## src/hdl/cct_params.svh

```systemverilog
/*
  Register indexes, field positions, reset values and bus codes
  of the four-channel capture/compare timer.
  Assumes byte address = index * 4 on a 32-bit bus.
*/
`ifndef CCT_PARAMS_SVH
`define CCT_PARAMS_SVH

// ----------------------------------------
// Sizes
// ----------------------------------------
`define CCT_NUM_CH     4
`define CCT_IDX_W      6
`define CCT_ADDR_W     8
`define CCT_ADDR_LSB   2

// ----------------------------------------
// Register indexes
// ----------------------------------------
`define CCT_IDX_MODE   6'h00
`define CCT_IDX_FORCE  6'h01
`define CCT_IDX_CNTH   6'h04
`define CCT_IDX_CNTL   6'h05
`define CCT_IDX_SYSC   6'h06
`define CCT_IDX_TOV    6'h07
`define CCT_IDX_ACT1   6'h08
`define CCT_IDX_SYSC2  6'h0D
`define CCT_IDX_CHFLG  6'h0E
`define CCT_IDX_OVFLG  6'h0F
`define CCT_IDX_VALLO  6'h10
`define CCT_IDX_VALHI  6'h1F
`define CCT_IDX_PREC   6'h20

// ----------------------------------------
// Fields, resets, responses
// ----------------------------------------
`define CCT_SYSC_RUN   7
`define CCT_SYSC_WAIT  6
`define CCT_SYSC_FRZ   5
`define CCT_SYSC_FAST  4
`define CCT_SYSC_PREC  3
`define CCT_OVF_BIT    7
`define CCT_CNT_RST    16'h0000
`define CCT_VAL_RST    16'h0000
`define CCT_BYTE_RST   8'h00
`define CCT_CNT_TOP    16'hFFFF
`define CCT_RESP_OKAY  2'h0
`define CCT_RESP_SLV   2'h2

`endif

```

## src/hdl/cct_pkg.sv

```systemverilog
/*
  Types of the capture/compare timer: state records of the
  register block and of the prescaler.
  Assumes cct_params.svh is on the include path.
*/
`include "cct_params.svh"

package cct_pkg;

  // ----------------------------------------
  // Register block state
  // ----------------------------------------
  typedef struct packed {
    logic                                awHeld;
    logic [`CCT_IDX_W-1:0]               awIdx;
    logic                                awReady;
    logic                                wHeld;
    logic [7:0]                          wData;
    logic                                wLane;
    logic                                wReady;
    logic                                bValid;
    logic [1:0]                          bResp;
    logic                                arReady;
    logic                                rValid;
    logic [1:0]                          rResp;
    logic [7:0]                          rData;
    logic [`CCT_NUM_CH-1:0]              modeSel;
    logic                                runEn;
    logic                                waitStop;
    logic                                frzStop;
    logic                                fastClr;
    logic                                precSel;
    logic                                precLocked;
    logic [2:0]                          legacyPre;
    logic [7:0]                          precPre;
    logic [`CCT_NUM_CH-1:0]              tov;
    logic [15:0]                         count;
    logic [`CCT_NUM_CH-1:0]              chFlag;
    logic                                wrapFlag;
    logic [`CCT_NUM_CH-1:0][15:0]        val;
    logic [`CCT_NUM_CH-1:0]              ocPin;
    logic [`CCT_NUM_CH-1:0]              capPrev;
    logic [7:0]                          rdLowBuf;
    logic [7:0]                          wrHighBuf;
  } cct_state_t;

  // ----------------------------------------
  // Prescaler state
  // ----------------------------------------
  typedef struct packed {
    logic [7:0] cnt;
    logic       tick;
  } cct_pre_t;

endpackage

```

## src/hdl/cct_tick_if.sv

```systemverilog
/*
  Link between the register block and its prescaler.
  Assumes both ends run on sys_clk.
*/
`timescale 1ns/10ps

interface cct_tick_if;
  logic       run;
  logic       precSel;
  logic [2:0] legacyPre;
  logic [7:0] precPre;
  logic       tick;

  modport ctrl (output run, output precSel, output legacyPre, output precPre, input tick);
  modport pre  (input run, input precSel, input legacyPre, input precPre, output tick);
endinterface

```

## src/hdl/cct_prescaler.sv

```systemverilog
/*
  Counter prescaler: one-cycle tick every 2**legacyPre clocks,
  or every precPre+1 clocks in precision mode.
  Assumes settings held steady by the register block.
*/
`timescale 1ns/10ps
`include "cct_params.svh"

module cct_prescaler
  import cct_pkg::*;
(
  // Clock and reset
  input  wire logic sys_clk,
  input  wire logic resetn,
  // Settings and tick
  cct_tick_if.pre   tickIf
);

  cct_pre_t   s;
  cct_pre_t   next_s;
  logic [7:0] limit;

  // Divide ratio minus one
  always_comb begin
    if (tickIf.precSel) begin
      limit = tickIf.precPre;
    end else begin
      limit = 8'((9'h001 << tickIf.legacyPre) - 9'h001);
    end
  end

  // Divider count and tick
  always_comb begin
    next_s      = s;
    next_s.tick = 1'b0;
    if (!tickIf.run) begin
      next_s.cnt = `CCT_BYTE_RST;
    end else if (s.cnt >= limit) begin
      next_s.cnt  = `CCT_BYTE_RST;
      next_s.tick = 1'b1;
    end else begin
      next_s.cnt = s.cnt + 8'h01;
    end
  end

  // State register
  always_ff @(posedge sys_clk or negedge resetn) begin
    if (!resetn) begin
      s <= '0;
    end else begin
      s <= next_s;
    end
  end

  assign tickIf.tick = s.tick;

endmodule

```

## src/hdl/cct_timer.sv

```systemverilog
/*
  Four-channel 16-bit capture/compare timer with an AXI4-Lite
  register slave, byte-wide registers at index*4.
  Assumes capture inputs and mode pins synchronous to sys_clk.
*/
`timescale 1ns/10ps
`include "cct_params.svh"

module cct_timer
  import cct_pkg::*;
(
  // Clock and reset
  input  wire logic                   sys_clk,
  input  wire logic                   resetn,
  // AXI4-Lite write address
  input  wire logic                   awvalid,
  output logic                        awready,
  input  wire logic [`CCT_ADDR_W-1:0] awaddr,
  input  wire logic [2:0]             awprot,
  // AXI4-Lite write data and response
  input  wire logic                   wvalid,
  output logic                        wready,
  input  wire logic [31:0]            wdata,
  input  wire logic [3:0]             wstrb,
  output logic                        bvalid,
  input  wire logic                   bready,
  output logic [1:0]                  bresp,
  // AXI4-Lite read
  input  wire logic                   arvalid,
  output logic                        arready,
  input  wire logic [`CCT_ADDR_W-1:0] araddr,
  input  wire logic [2:0]             arprot,
  output logic                        rvalid,
  input  wire logic                   rready,
  output logic [31:0]                 rdata,
  output logic [1:0]                  rresp,
  // Processor modes
  input  wire logic                   freezeMode,
  input  wire logic                   waitMode,
  // Channel pins
  input  wire logic [`CCT_NUM_CH-1:0] captureIn,
  output logic [`CCT_NUM_CH-1:0]      compareOut
);

  // ----------------------------------------
  // Declarations
  // ----------------------------------------
  cct_state_t             s;
  cct_state_t             next_s;
  cct_tick_if             tickIf ();
  logic                   halted;
  logic                   adv;
  logic                   wrapNow;
  logic [15:0]            cntInc;
  logic                   wrDo;
  logic [`CCT_IDX_W-1:0]  rdIdx;
  logic [1:0]             rdCh;
  logic [1:0]             wrCh;
  logic                   rdErr;
  logic                   wrErr;
  logic [7:0]             rdByte;
  logic                   cntWr;
  logic [15:0]            cntWrVal;
  logic                   clrWrap;
  logic [`CCT_NUM_CH-1:0] clrCh;
  logic [`CCT_NUM_CH-1:0] forceReq;
  logic [`CCT_NUM_CH-1:0] capEdge;
  logic [`CCT_NUM_CH-1:0] cmpHit;
  logic [`CCT_NUM_CH-1:0] ovfTog;
  logic [`CCT_NUM_CH-1:0] pinTog;

  // ----------------------------------------
  // Counter advance
  // ----------------------------------------
  // Halt conditions, counter only
  // freeze or wait halt
  assign halted  = (s.frzStop && freezeMode) || (s.waitStop && waitMode);
  assign adv     = s.runEn && !halted && tickIf.tick && !cntWr;
  assign cntInc  = s.count + 16'h0001;
  assign wrapNow = adv && (s.count == `CCT_CNT_TOP);

  // Prescaler settings
  assign tickIf.run       = s.runEn && !halted;
  assign tickIf.precSel   = s.precSel;
  assign tickIf.legacyPre = s.legacyPre;
  assign tickIf.precPre   = s.precPre;

  cct_prescaler u_pre (
    .sys_clk (sys_clk),
    .resetn  (resetn),
    .tickIf  (tickIf.pre)
  );

  // ----------------------------------------
  // Per-channel events
  // ----------------------------------------
  genvar g;
  generate
    for (g = 0; g < `CCT_NUM_CH; g++) begin : gen_ch
      assign capEdge[g] = !s.modeSel[g] && captureIn[g] && !s.capPrev[g];
      assign cmpHit[g]  = s.modeSel[g] && adv && (cntInc == s.val[g]);
      assign ovfTog[g]  = s.modeSel[g] && s.tov[g] && wrapNow;
      assign pinTog[g]  = ovfTog[g] || (s.modeSel[g] && (forceReq[g] || cmpHit[g]));
    end
  endgenerate

  // ----------------------------------------
  // Address decode
  // ----------------------------------------
  // fixed offsets
  function automatic logic idxMapped(input logic [`CCT_IDX_W-1:0] idx);
    logic ok;
    ok = (idx == `CCT_IDX_MODE)  || (idx == `CCT_IDX_FORCE) ||
         (idx == `CCT_IDX_CNTH)  || (idx == `CCT_IDX_CNTL)  ||
         (idx == `CCT_IDX_SYSC)  || (idx == `CCT_IDX_TOV)   ||
         (idx == `CCT_IDX_ACT1)  || (idx == `CCT_IDX_SYSC2) ||
         (idx == `CCT_IDX_CHFLG) || (idx == `CCT_IDX_OVFLG) ||
         (idx == `CCT_IDX_PREC)  ||
         ((idx >= `CCT_IDX_VALLO) && (idx <= `CCT_IDX_VALHI));
    return ok;
  endfunction

  assign rdIdx = araddr[`CCT_ADDR_LSB+`CCT_IDX_W-1:`CCT_ADDR_LSB];
  assign rdCh  = rdIdx[2:1];
  assign wrCh  = s.awIdx[2:1];
  assign rdErr = !idxMapped(rdIdx);
  assign wrErr = !idxMapped(s.awIdx);
  assign wrDo  = s.awHeld && s.wHeld && !s.bValid;

  // ----------------------------------------
  // Read data mux
  // ----------------------------------------
  always_comb begin
    rdByte = `CCT_BYTE_RST;
    if (rdIdx == `CCT_IDX_MODE) begin
      rdByte = {4'h0, s.modeSel};
    end else if (rdIdx == `CCT_IDX_CNTH) begin
      rdByte = s.count[15:8];
    end else if (rdIdx == `CCT_IDX_CNTL) begin
      rdByte = s.rdLowBuf;
    end else if (rdIdx == `CCT_IDX_SYSC) begin
      rdByte = {s.runEn, s.waitStop, s.frzStop, s.fastClr, s.precSel, 3'h0};
    end else if (rdIdx == `CCT_IDX_TOV) begin
      rdByte = {4'h0, s.tov};
    end else if (rdIdx == `CCT_IDX_SYSC2) begin
      rdByte = {5'h00, s.legacyPre};
    end else if (rdIdx == `CCT_IDX_CHFLG) begin
      rdByte = {4'h0, s.chFlag};
    end else if (rdIdx == `CCT_IDX_OVFLG) begin
      rdByte = {s.wrapFlag, 7'h00};
    end else if (rdIdx == `CCT_IDX_PREC) begin
      rdByte = s.precPre;
    end else if ((rdIdx >= `CCT_IDX_VALLO) && (rdIdx <= `CCT_IDX_VALHI)) begin
      if (!rdIdx[3]) begin
        rdByte = rdIdx[0] ? s.rdLowBuf : s.val[rdCh][15:8];
      end
    end
  end

  // ----------------------------------------
  // Next state
  // ----------------------------------------
  always_comb begin
    next_s   = s;
    cntWr    = 1'b0;
    cntWrVal = s.count;
    clrWrap  = 1'b0;
    clrCh    = '0;
    forceReq = '0;

    // Write address and data, either order
    if (awvalid && s.awReady) begin
      next_s.awHeld = 1'b1;
      next_s.awIdx  = awaddr[`CCT_ADDR_LSB+`CCT_IDX_W-1:`CCT_ADDR_LSB];
    end
    if (wvalid && s.wReady) begin
      next_s.wHeld = 1'b1;
      next_s.wData = wdata[7:0];
      next_s.wLane = wstrb[0];
    end

    // Register write once both halves held
    if (wrDo) begin
      next_s.awHeld = 1'b0;
      next_s.wHeld  = 1'b0;
      next_s.bValid = 1'b1;
      next_s.bResp  = wrErr ? `CCT_RESP_SLV : `CCT_RESP_OKAY;
      if (s.wLane && !wrErr) begin
        if (s.awIdx == `CCT_IDX_MODE) begin
          next_s.modeSel = s.wData[3:0];
        end else if (s.awIdx == `CCT_IDX_FORCE) begin
          forceReq = s.wData[3:0];
        end else if (s.awIdx == `CCT_IDX_CNTH) begin
          next_s.wrHighBuf = s.wData;
          clrWrap = s.fastClr;
        end else if (s.awIdx == `CCT_IDX_CNTL) begin
          cntWr    = 1'b1;
          cntWrVal = {s.wrHighBuf, s.wData};
          clrWrap  = s.fastClr;
        end else if (s.awIdx == `CCT_IDX_SYSC) begin
          next_s.runEn    = s.wData[`CCT_SYSC_RUN];
          next_s.waitStop = s.wData[`CCT_SYSC_WAIT];
          next_s.frzStop  = s.wData[`CCT_SYSC_FRZ];
          next_s.fastClr  = s.wData[`CCT_SYSC_FAST];
          if (!s.precLocked) begin
            next_s.precSel    = s.wData[`CCT_SYSC_PREC];
            next_s.precLocked = 1'b1;
          end
        end else if (s.awIdx == `CCT_IDX_TOV) begin
          next_s.tov = s.wData[3:0];
        end else if (s.awIdx == `CCT_IDX_SYSC2) begin
          next_s.legacyPre = s.wData[2:0];
        end else if (s.awIdx == `CCT_IDX_CHFLG) begin
          clrCh = s.wData[3:0];
        end else if (s.awIdx == `CCT_IDX_OVFLG) begin
          clrWrap = s.wData[`CCT_OVF_BIT];
        end else if (s.awIdx == `CCT_IDX_PREC) begin
          next_s.precPre = s.wData;
        end else if ((s.awIdx >= `CCT_IDX_VALLO) && !s.awIdx[3]) begin
          if (s.modeSel[wrCh]) begin
            if (!s.awIdx[0]) begin
              next_s.wrHighBuf = s.wData;
            end else begin
              next_s.val[wrCh] = {s.wrHighBuf, s.wData};
            end
            clrCh[wrCh] = s.fastClr;
          end
        end
      end
    end
    if (s.bValid && bready) begin
      next_s.bValid = 1'b0;
    end
    next_s.awReady = !next_s.awHeld && !next_s.bValid;
    next_s.wReady  = !next_s.wHeld && !next_s.bValid;

    // Read access and its side effects
    if (arvalid && s.arReady) begin
      next_s.arReady = 1'b0;
      next_s.rValid  = 1'b1;
      next_s.rData   = rdByte;
      next_s.rResp   = rdErr ? `CCT_RESP_SLV : `CCT_RESP_OKAY;
      if (rdIdx == `CCT_IDX_CNTH) begin
        next_s.rdLowBuf = s.count[7:0];
        clrWrap         = clrWrap || s.fastClr;
      end else if (rdIdx == `CCT_IDX_CNTL) begin
        clrWrap = clrWrap || s.fastClr;
      end else if ((rdIdx >= `CCT_IDX_VALLO) && !rdErr && !rdIdx[3]) begin
        if (!rdIdx[0]) begin
          next_s.rdLowBuf = s.val[rdCh][7:0];
        end
        if (!s.modeSel[rdCh] && s.fastClr) begin
          clrCh[rdCh] = 1'b1;
        end
      end
    end
    if (s.rValid && rready) begin
      next_s.rValid  = 1'b0;
      next_s.arReady = 1'b1;
    end

    // Counter update and wrap
    // count and wrap
    if (cntWr) begin
      next_s.count = cntWrVal;
    end else if (adv) begin
      next_s.count = cntInc;
    end

    // Flags, set beats clear
    next_s.chFlag   = (s.chFlag & ~clrCh) | capEdge | cmpHit;
    next_s.wrapFlag = (s.wrapFlag && !clrWrap) || wrapNow;

    // Capture and pin actions
    for (int i = 0; i < `CCT_NUM_CH; i++) begin
      if (capEdge[i]) begin
        next_s.val[i] = s.count;
      end
    end
    next_s.ocPin   = s.ocPin ^ pinTog;
    next_s.capPrev = captureIn;
  end

  // ----------------------------------------
  // State register
  // ----------------------------------------
  // values reset zero
  always_ff @(posedge sys_clk or negedge resetn) begin
    if (!resetn) begin
      s         <= '0;
      s.awReady <= 1'b1;
      s.wReady  <= 1'b1;
      s.arReady <= 1'b1;
    end else begin
      s <= next_s;
    end
  end

  // ----------------------------------------
  // Outputs
  // ----------------------------------------
  assign awready    = s.awReady;
  assign wready     = s.wReady;
  assign bvalid     = s.bValid;
  assign bresp      = s.bResp;
  assign arready    = s.arReady;
  assign rvalid     = s.rValid;
  assign rdata      = {24'h00_0000, s.rData};
  assign rresp      = s.rResp;
  assign compareOut = s.ocPin;

endmodule
```

## config.mk

```make
export PLATFORM = sky130hd
export DESIGN_NAME = cct_timer
export DESIGN_NICKNAME = d
export VERILOG_FILES = /design/src/hdl/cct_pkg.sv /design/src/hdl/cct_tick_if.sv /design/src/hdl/cct_prescaler.sv /design/src/hdl/cct_timer.sv
export VERILOG_INCLUDE_DIRS = /design/src /design/src/hdl
export SDC_FILE = /design/constraint.sdc
export NUM_CORES = 1
export LEC_CHECK = 0
export BUFFER_PORTS_ARGS = -buffer_cell sky130_fd_sc_hd__clkbuf_2
export CAP_MARGIN = 15
export CORE_MARGIN = 10
export CORE_UTILIZATION = 45
export DETAILED_ROUTE_END_ITERATION = 7
export GPL_ROUTABILITY_DRIVEN = 0
export PLACE_DENSITY = 0.76
export SLEW_MARGIN = 20
export SYNTH_ARGS = -nofsm -noshare
export SYNTH_HDL_FRONTEND = slang
export SYNTH_SLANG_ARGS = --single-unit
```

## constraint.sdc

```tcl
create_clock -name sys_clk -period 2.75 [get_ports sys_clk]
set_input_delay 0.55 -clock sys_clk [delete_from_list [all_inputs] [get_ports sys_clk]]
set_output_delay 0.55 -clock sys_clk [all_outputs]
set_load 0.03 [all_outputs]
```

==> results by stage <==
Critical path:
- Tracing the worst setup path back leads to its startpoint at s[93].
- The worst endpoint required time is 3.10 ns.
- Counting both buffers and inverters, the worst setup path holds a total of 0.
- The kind of cell adding the most delay to the critical path is simple AND/OR/NAND/NOR gates.
- The largest incremental delay on the critical path is 0.56 ns.
- The data arrival at the endpoint of the critical path is 3.09 ns.
- The critical path class is flip-flop to flip-flop.
- The sort of element at the end of the critical path is a flip-flop.
- Among all stages on the critical path, the largest delay is contributed by or4b_1.
- The worst register-to-register path begins at s[93].
- The kind of start point of the critical path is a flip-flop.
- The signal on the critical path passes through nand3_4, o21a_1, or4b_1, a2111oi_4, o2111ai_2, or4_1, o2111ai_1.
- Along the worst path, the maximum fanout reaches 3.

Floorplanning:
- Row generation in the floorplan step produced 58 rows.
- Measured along the y axis, the die boundary spans 180 microns.
- The die width is 180 microns.
- The floorplan step defined a die boundary enclosing 32500 sq um.
- After floorplanning, the core was sized to cover 25300 sq um.
- The effective utilization at floorplan is 0.458.
- Pin placement for this block handled 116 I/O pins.

STA:
- The final number of setup-violating endpoints is 0.
- The clock period minus final worst setup slack is 2.74 ns.
- In the finished design, the share of the clock period the worst path needs comes to 0.996.
- Once routing completed, OpenROAD measured the worst setup slack at 0.0105 ns.
- The transition at the pin with the smallest max-transition slack is 0.992 ns.
- The number of hold-slack violations in the final timing report is 0.
- The worst hold margin is 0.0779 ns.
- The number of pins with negative max-slew slack in the final report is 0.
- Setup repair after global routing could not meet its margin everywhere.
- The maximum clock rate is 365 MHz.
- The worst slew margin relative to its limit is 0.334.
- On the final layout, the worst clock skew is 0.0246 ns.

Logic synthesis:
- Ranked by total cell area, the synthesized netlist is headed by dfrtp_1 37%, mux2i_1 6.8%, mux2_2 5.2%, nand2_1 4.8%, o21ai_0 4.4%.
- The flip-flop cell with the highest count after synthesis is dfrtp_1.
- The number of register bits inferred by synthesis is 175.
- The dominant cell type by area after synthesis is dfrtp_1.
- Counting flops with an async set or reset pin after synthesis yields a share of 1.00.
- Synthesis produced a netlist whose cell count is 1223.
- The synthesized area per cell is 9.45 sq um.
- The warning count from the yosys run is 0.
- The area share of the leading cell type in the synthesized netlist is 0.372.
- The mapped netlist covers 11600 sq um.
- The number of distinct standard cells referenced by the synthesized netlist is 86.
- Counting flops with a built-in enable in the synthesized netlist gives 0.
- Of the synthesized area, sequential elements account for 0.379.

CTS:
- No sink is reached through more buffers than the 2 on the longest clock path.
- The cell sitting at the root of the clock tree is a clkbuf_16.
- In this run, CTS created clock tree buffers numbering 17.
- TritonCTS built the clock tree.
- The CTS sink count is 175.
- Clock-pin slew was measured on the worst setup and hold paths at 0.07 ns.
- Buffers inserted to repair hold after CTS numbered 0.
- The insertion delay to the later sink of the worst-skew pair is 0.45 ns.
- The count of H-tree levels built during CTS is 4.

Detailed routing:
- Using the TritonRoute via totals, the vias-per-cell ratio works out to 6.09.
- The remaining routing DRC violations is 0.
- The per-cell routed wire length is 21.5 microns.
- The wire length after detailed routing is 35700 microns.
- In this run the remaining antenna-violating nets after routing total 0.
- The routed layout has 10100 vias.
- The number of DRC markers in iteration 0 is 1148.
- The first-pass iteration count of the detailed router is 6.

Flow run:
- Max-cap violations in this run came to 0.

GRT:
- The global-route wire length before repair is 55500 microns.
- For this run, the total global-route usage over all layers was measured as 0.213.
- The number of antenna violations at the first check in global routing is 0.
- The number of global-route vias before repair is 9792.
- Entering global routing, the biggest net connects 60 pins.
- Global routing finished with a remaining overflow of 0.

Placement:
- The worst setup timing slack at the placement stage is -0.0328 ns.
- The placement-stage cell area is 12600 sq um.
- Detailed placement finished with a half-perimeter wire length of 25500 microns.
- Input and output buffers added on the ports amount to 52.

Final layout:
- The number of antenna diodes is 0.
- The final layout contains 1397 nets.
- The register area is 4390 sq um.
- Of the cells placed in the final design, the portion with a size suffix greater than 1 is 0.250.
- The area of the multi-input gates is 6670 sq um.
- In the layout the commonest cells are 169 x dfrtp_1, 149 x nand2_1, 108 x buf_4.
- The relative area change from synthesis to final layout is 16.3%.
- The number of fillers in the final layout is 2174.
- The most frequent standard cell in the layout excluding fill and tap cells is dfrtp_1.
- After routing the design area is 13400 sq um.
- Once layout is complete, the utilization of the core stands at 0.532.

Power and ir drop:
- The share of total power dissipated in sequential elements is 0.273.
- Of the total power, the share spent switching nets is 0.443.
- The ratio of total power to cell area is 1170 nW/um^2.
- The internal portion of the total power is 8.79 mW.
- The worst voltage drop across the vdd grid is 0.947 mV.
- The total design power is 15.8 mW.
- The total leakage power is 5.82 nW.
- The share of power burned in combinational logic is 0.570.
- The analysis attributes to net switching a power of 7.00 mW.
- The share of total power dissipated in the clock network is 0.157.

Worst hold path:
- The type of the worst min-delay path is input port to async pin.

Outcome:
- The flow ran to the end, and the final reports show no timing, DRC or antenna violations.
==> state kept, by name, indices dropped and copies added, names as in the netlist, 3 cells and up <==
| signal | count |
|---|---|
| u_pre.s | 8 |
| tickIf.precPre | 8 |
| s | 135 |
| rdata | 8 |
| tickIf.legacyPre | 3 |
| compareOut | 4 |
==> final timing paths <==
path | end | cells after the start | slack (ns)
max in group asynchronous | wready | 2 | 1.93
hold / removal | s[76] | 1 | 0.08
setup reg to reg | compareOut[2] | 7 | 0.01
hold reg to reg | s[124] | 1 | 0.47
min in group sys_clk | s[16] | 1 | 0.22
setup / recovery | compareOut[2] | 7 | 0.01
==> through the flow <==
stage | TNS (ns) | std cells
floorplan | 0 | 1248
global placement | 0 | 1621
detailed placement | -0.0641 | 1621
CTS | -0.0362 | 1653
global route | -0.0526 | 1659
finish | 0 | 1659
==> cells in the mapped netlist, types with 6 or more instances <==
cell type / count
mux2i_1: 78
dfrtp_1: 172
a221oi_1: 7
a31oi_1: 8
buf_2: 16
inv_1: 26
nand4_1: 20
a21o_1: 7
mux4_2: 18
nor3_1: 16
clkbuf_1: 57
ha_1: 10
nor2_1: 67
a21oi_1: 58
and3_1: 13
xor2_1: 23
xnor3_1: 9
nand3b_1: 6
nand3_1: 27
nor2b_1: 14
nor4_1: 14
mux2_2: 53
nor3b_1: 7
nand2b_1: 13
xnor2_1: 49
buf_4: 44
or2_2: 10
a22o_1: 7
o21ai_1: 8
o21ai_0: 102
nand2_1: 149
==> what timing repair did <==
action                     in CTS  in global routing
setup endpoints to repair       4                 70
setup buffers                   0                  7
gates resized for setup         2                 37
pin swaps                       0                  5
==> final cells by class <==
class	count	share of cell area
Clock inverter	12	0.0101
Tap cell	330	0.0307
Sequential cell	175	0.326
Clock buffer	20	0.0332
Timing Repair Buffer	173	0.0962
Inverter	26	0.00726
Multi-Input combinational cell	923	0.496
==> per-layer routing <==
layer / GRT usage / part of all wire / vias up
met5: 0 / 0 / -
met4: 0.101 / 0.043 / 0
met3: 0.0633 / 0.11 / 104
met2: 0.317 / 0.44 / 602
met1: 0.277 / 0.41 / 4867
li1: - / - / 4523
==> power groups by stage <==
stage               registers, mW  clock network, mW  logic [mW]
floorplan                    3.82                  0        5.58
finish                       4.31               2.48        9.01
detailed placement           4.29                  0        8.06
CTS                          4.25               2.51        8.16
global placement             4.24                  0        7.88
global route                 4.37               2.60        9.74
==> kinds of logic after synthesis <==
| group | Yosys count | synth area share |
|---|---|---|
| compound gates | 261 | 0.141 |
| xor+xnor | 81 | 0.0721 |
| fa+ha+maj | 10 | 0.0108 |
| buf+inv | 150 | 0.0680 |
| flops | 175 | 0.379 |
| mux | 149 | 0.154 |
| other cells | 1 | 0.000324 |
| simple gates | 396 | 0.174 |
(Power assumes the default switching activity.)
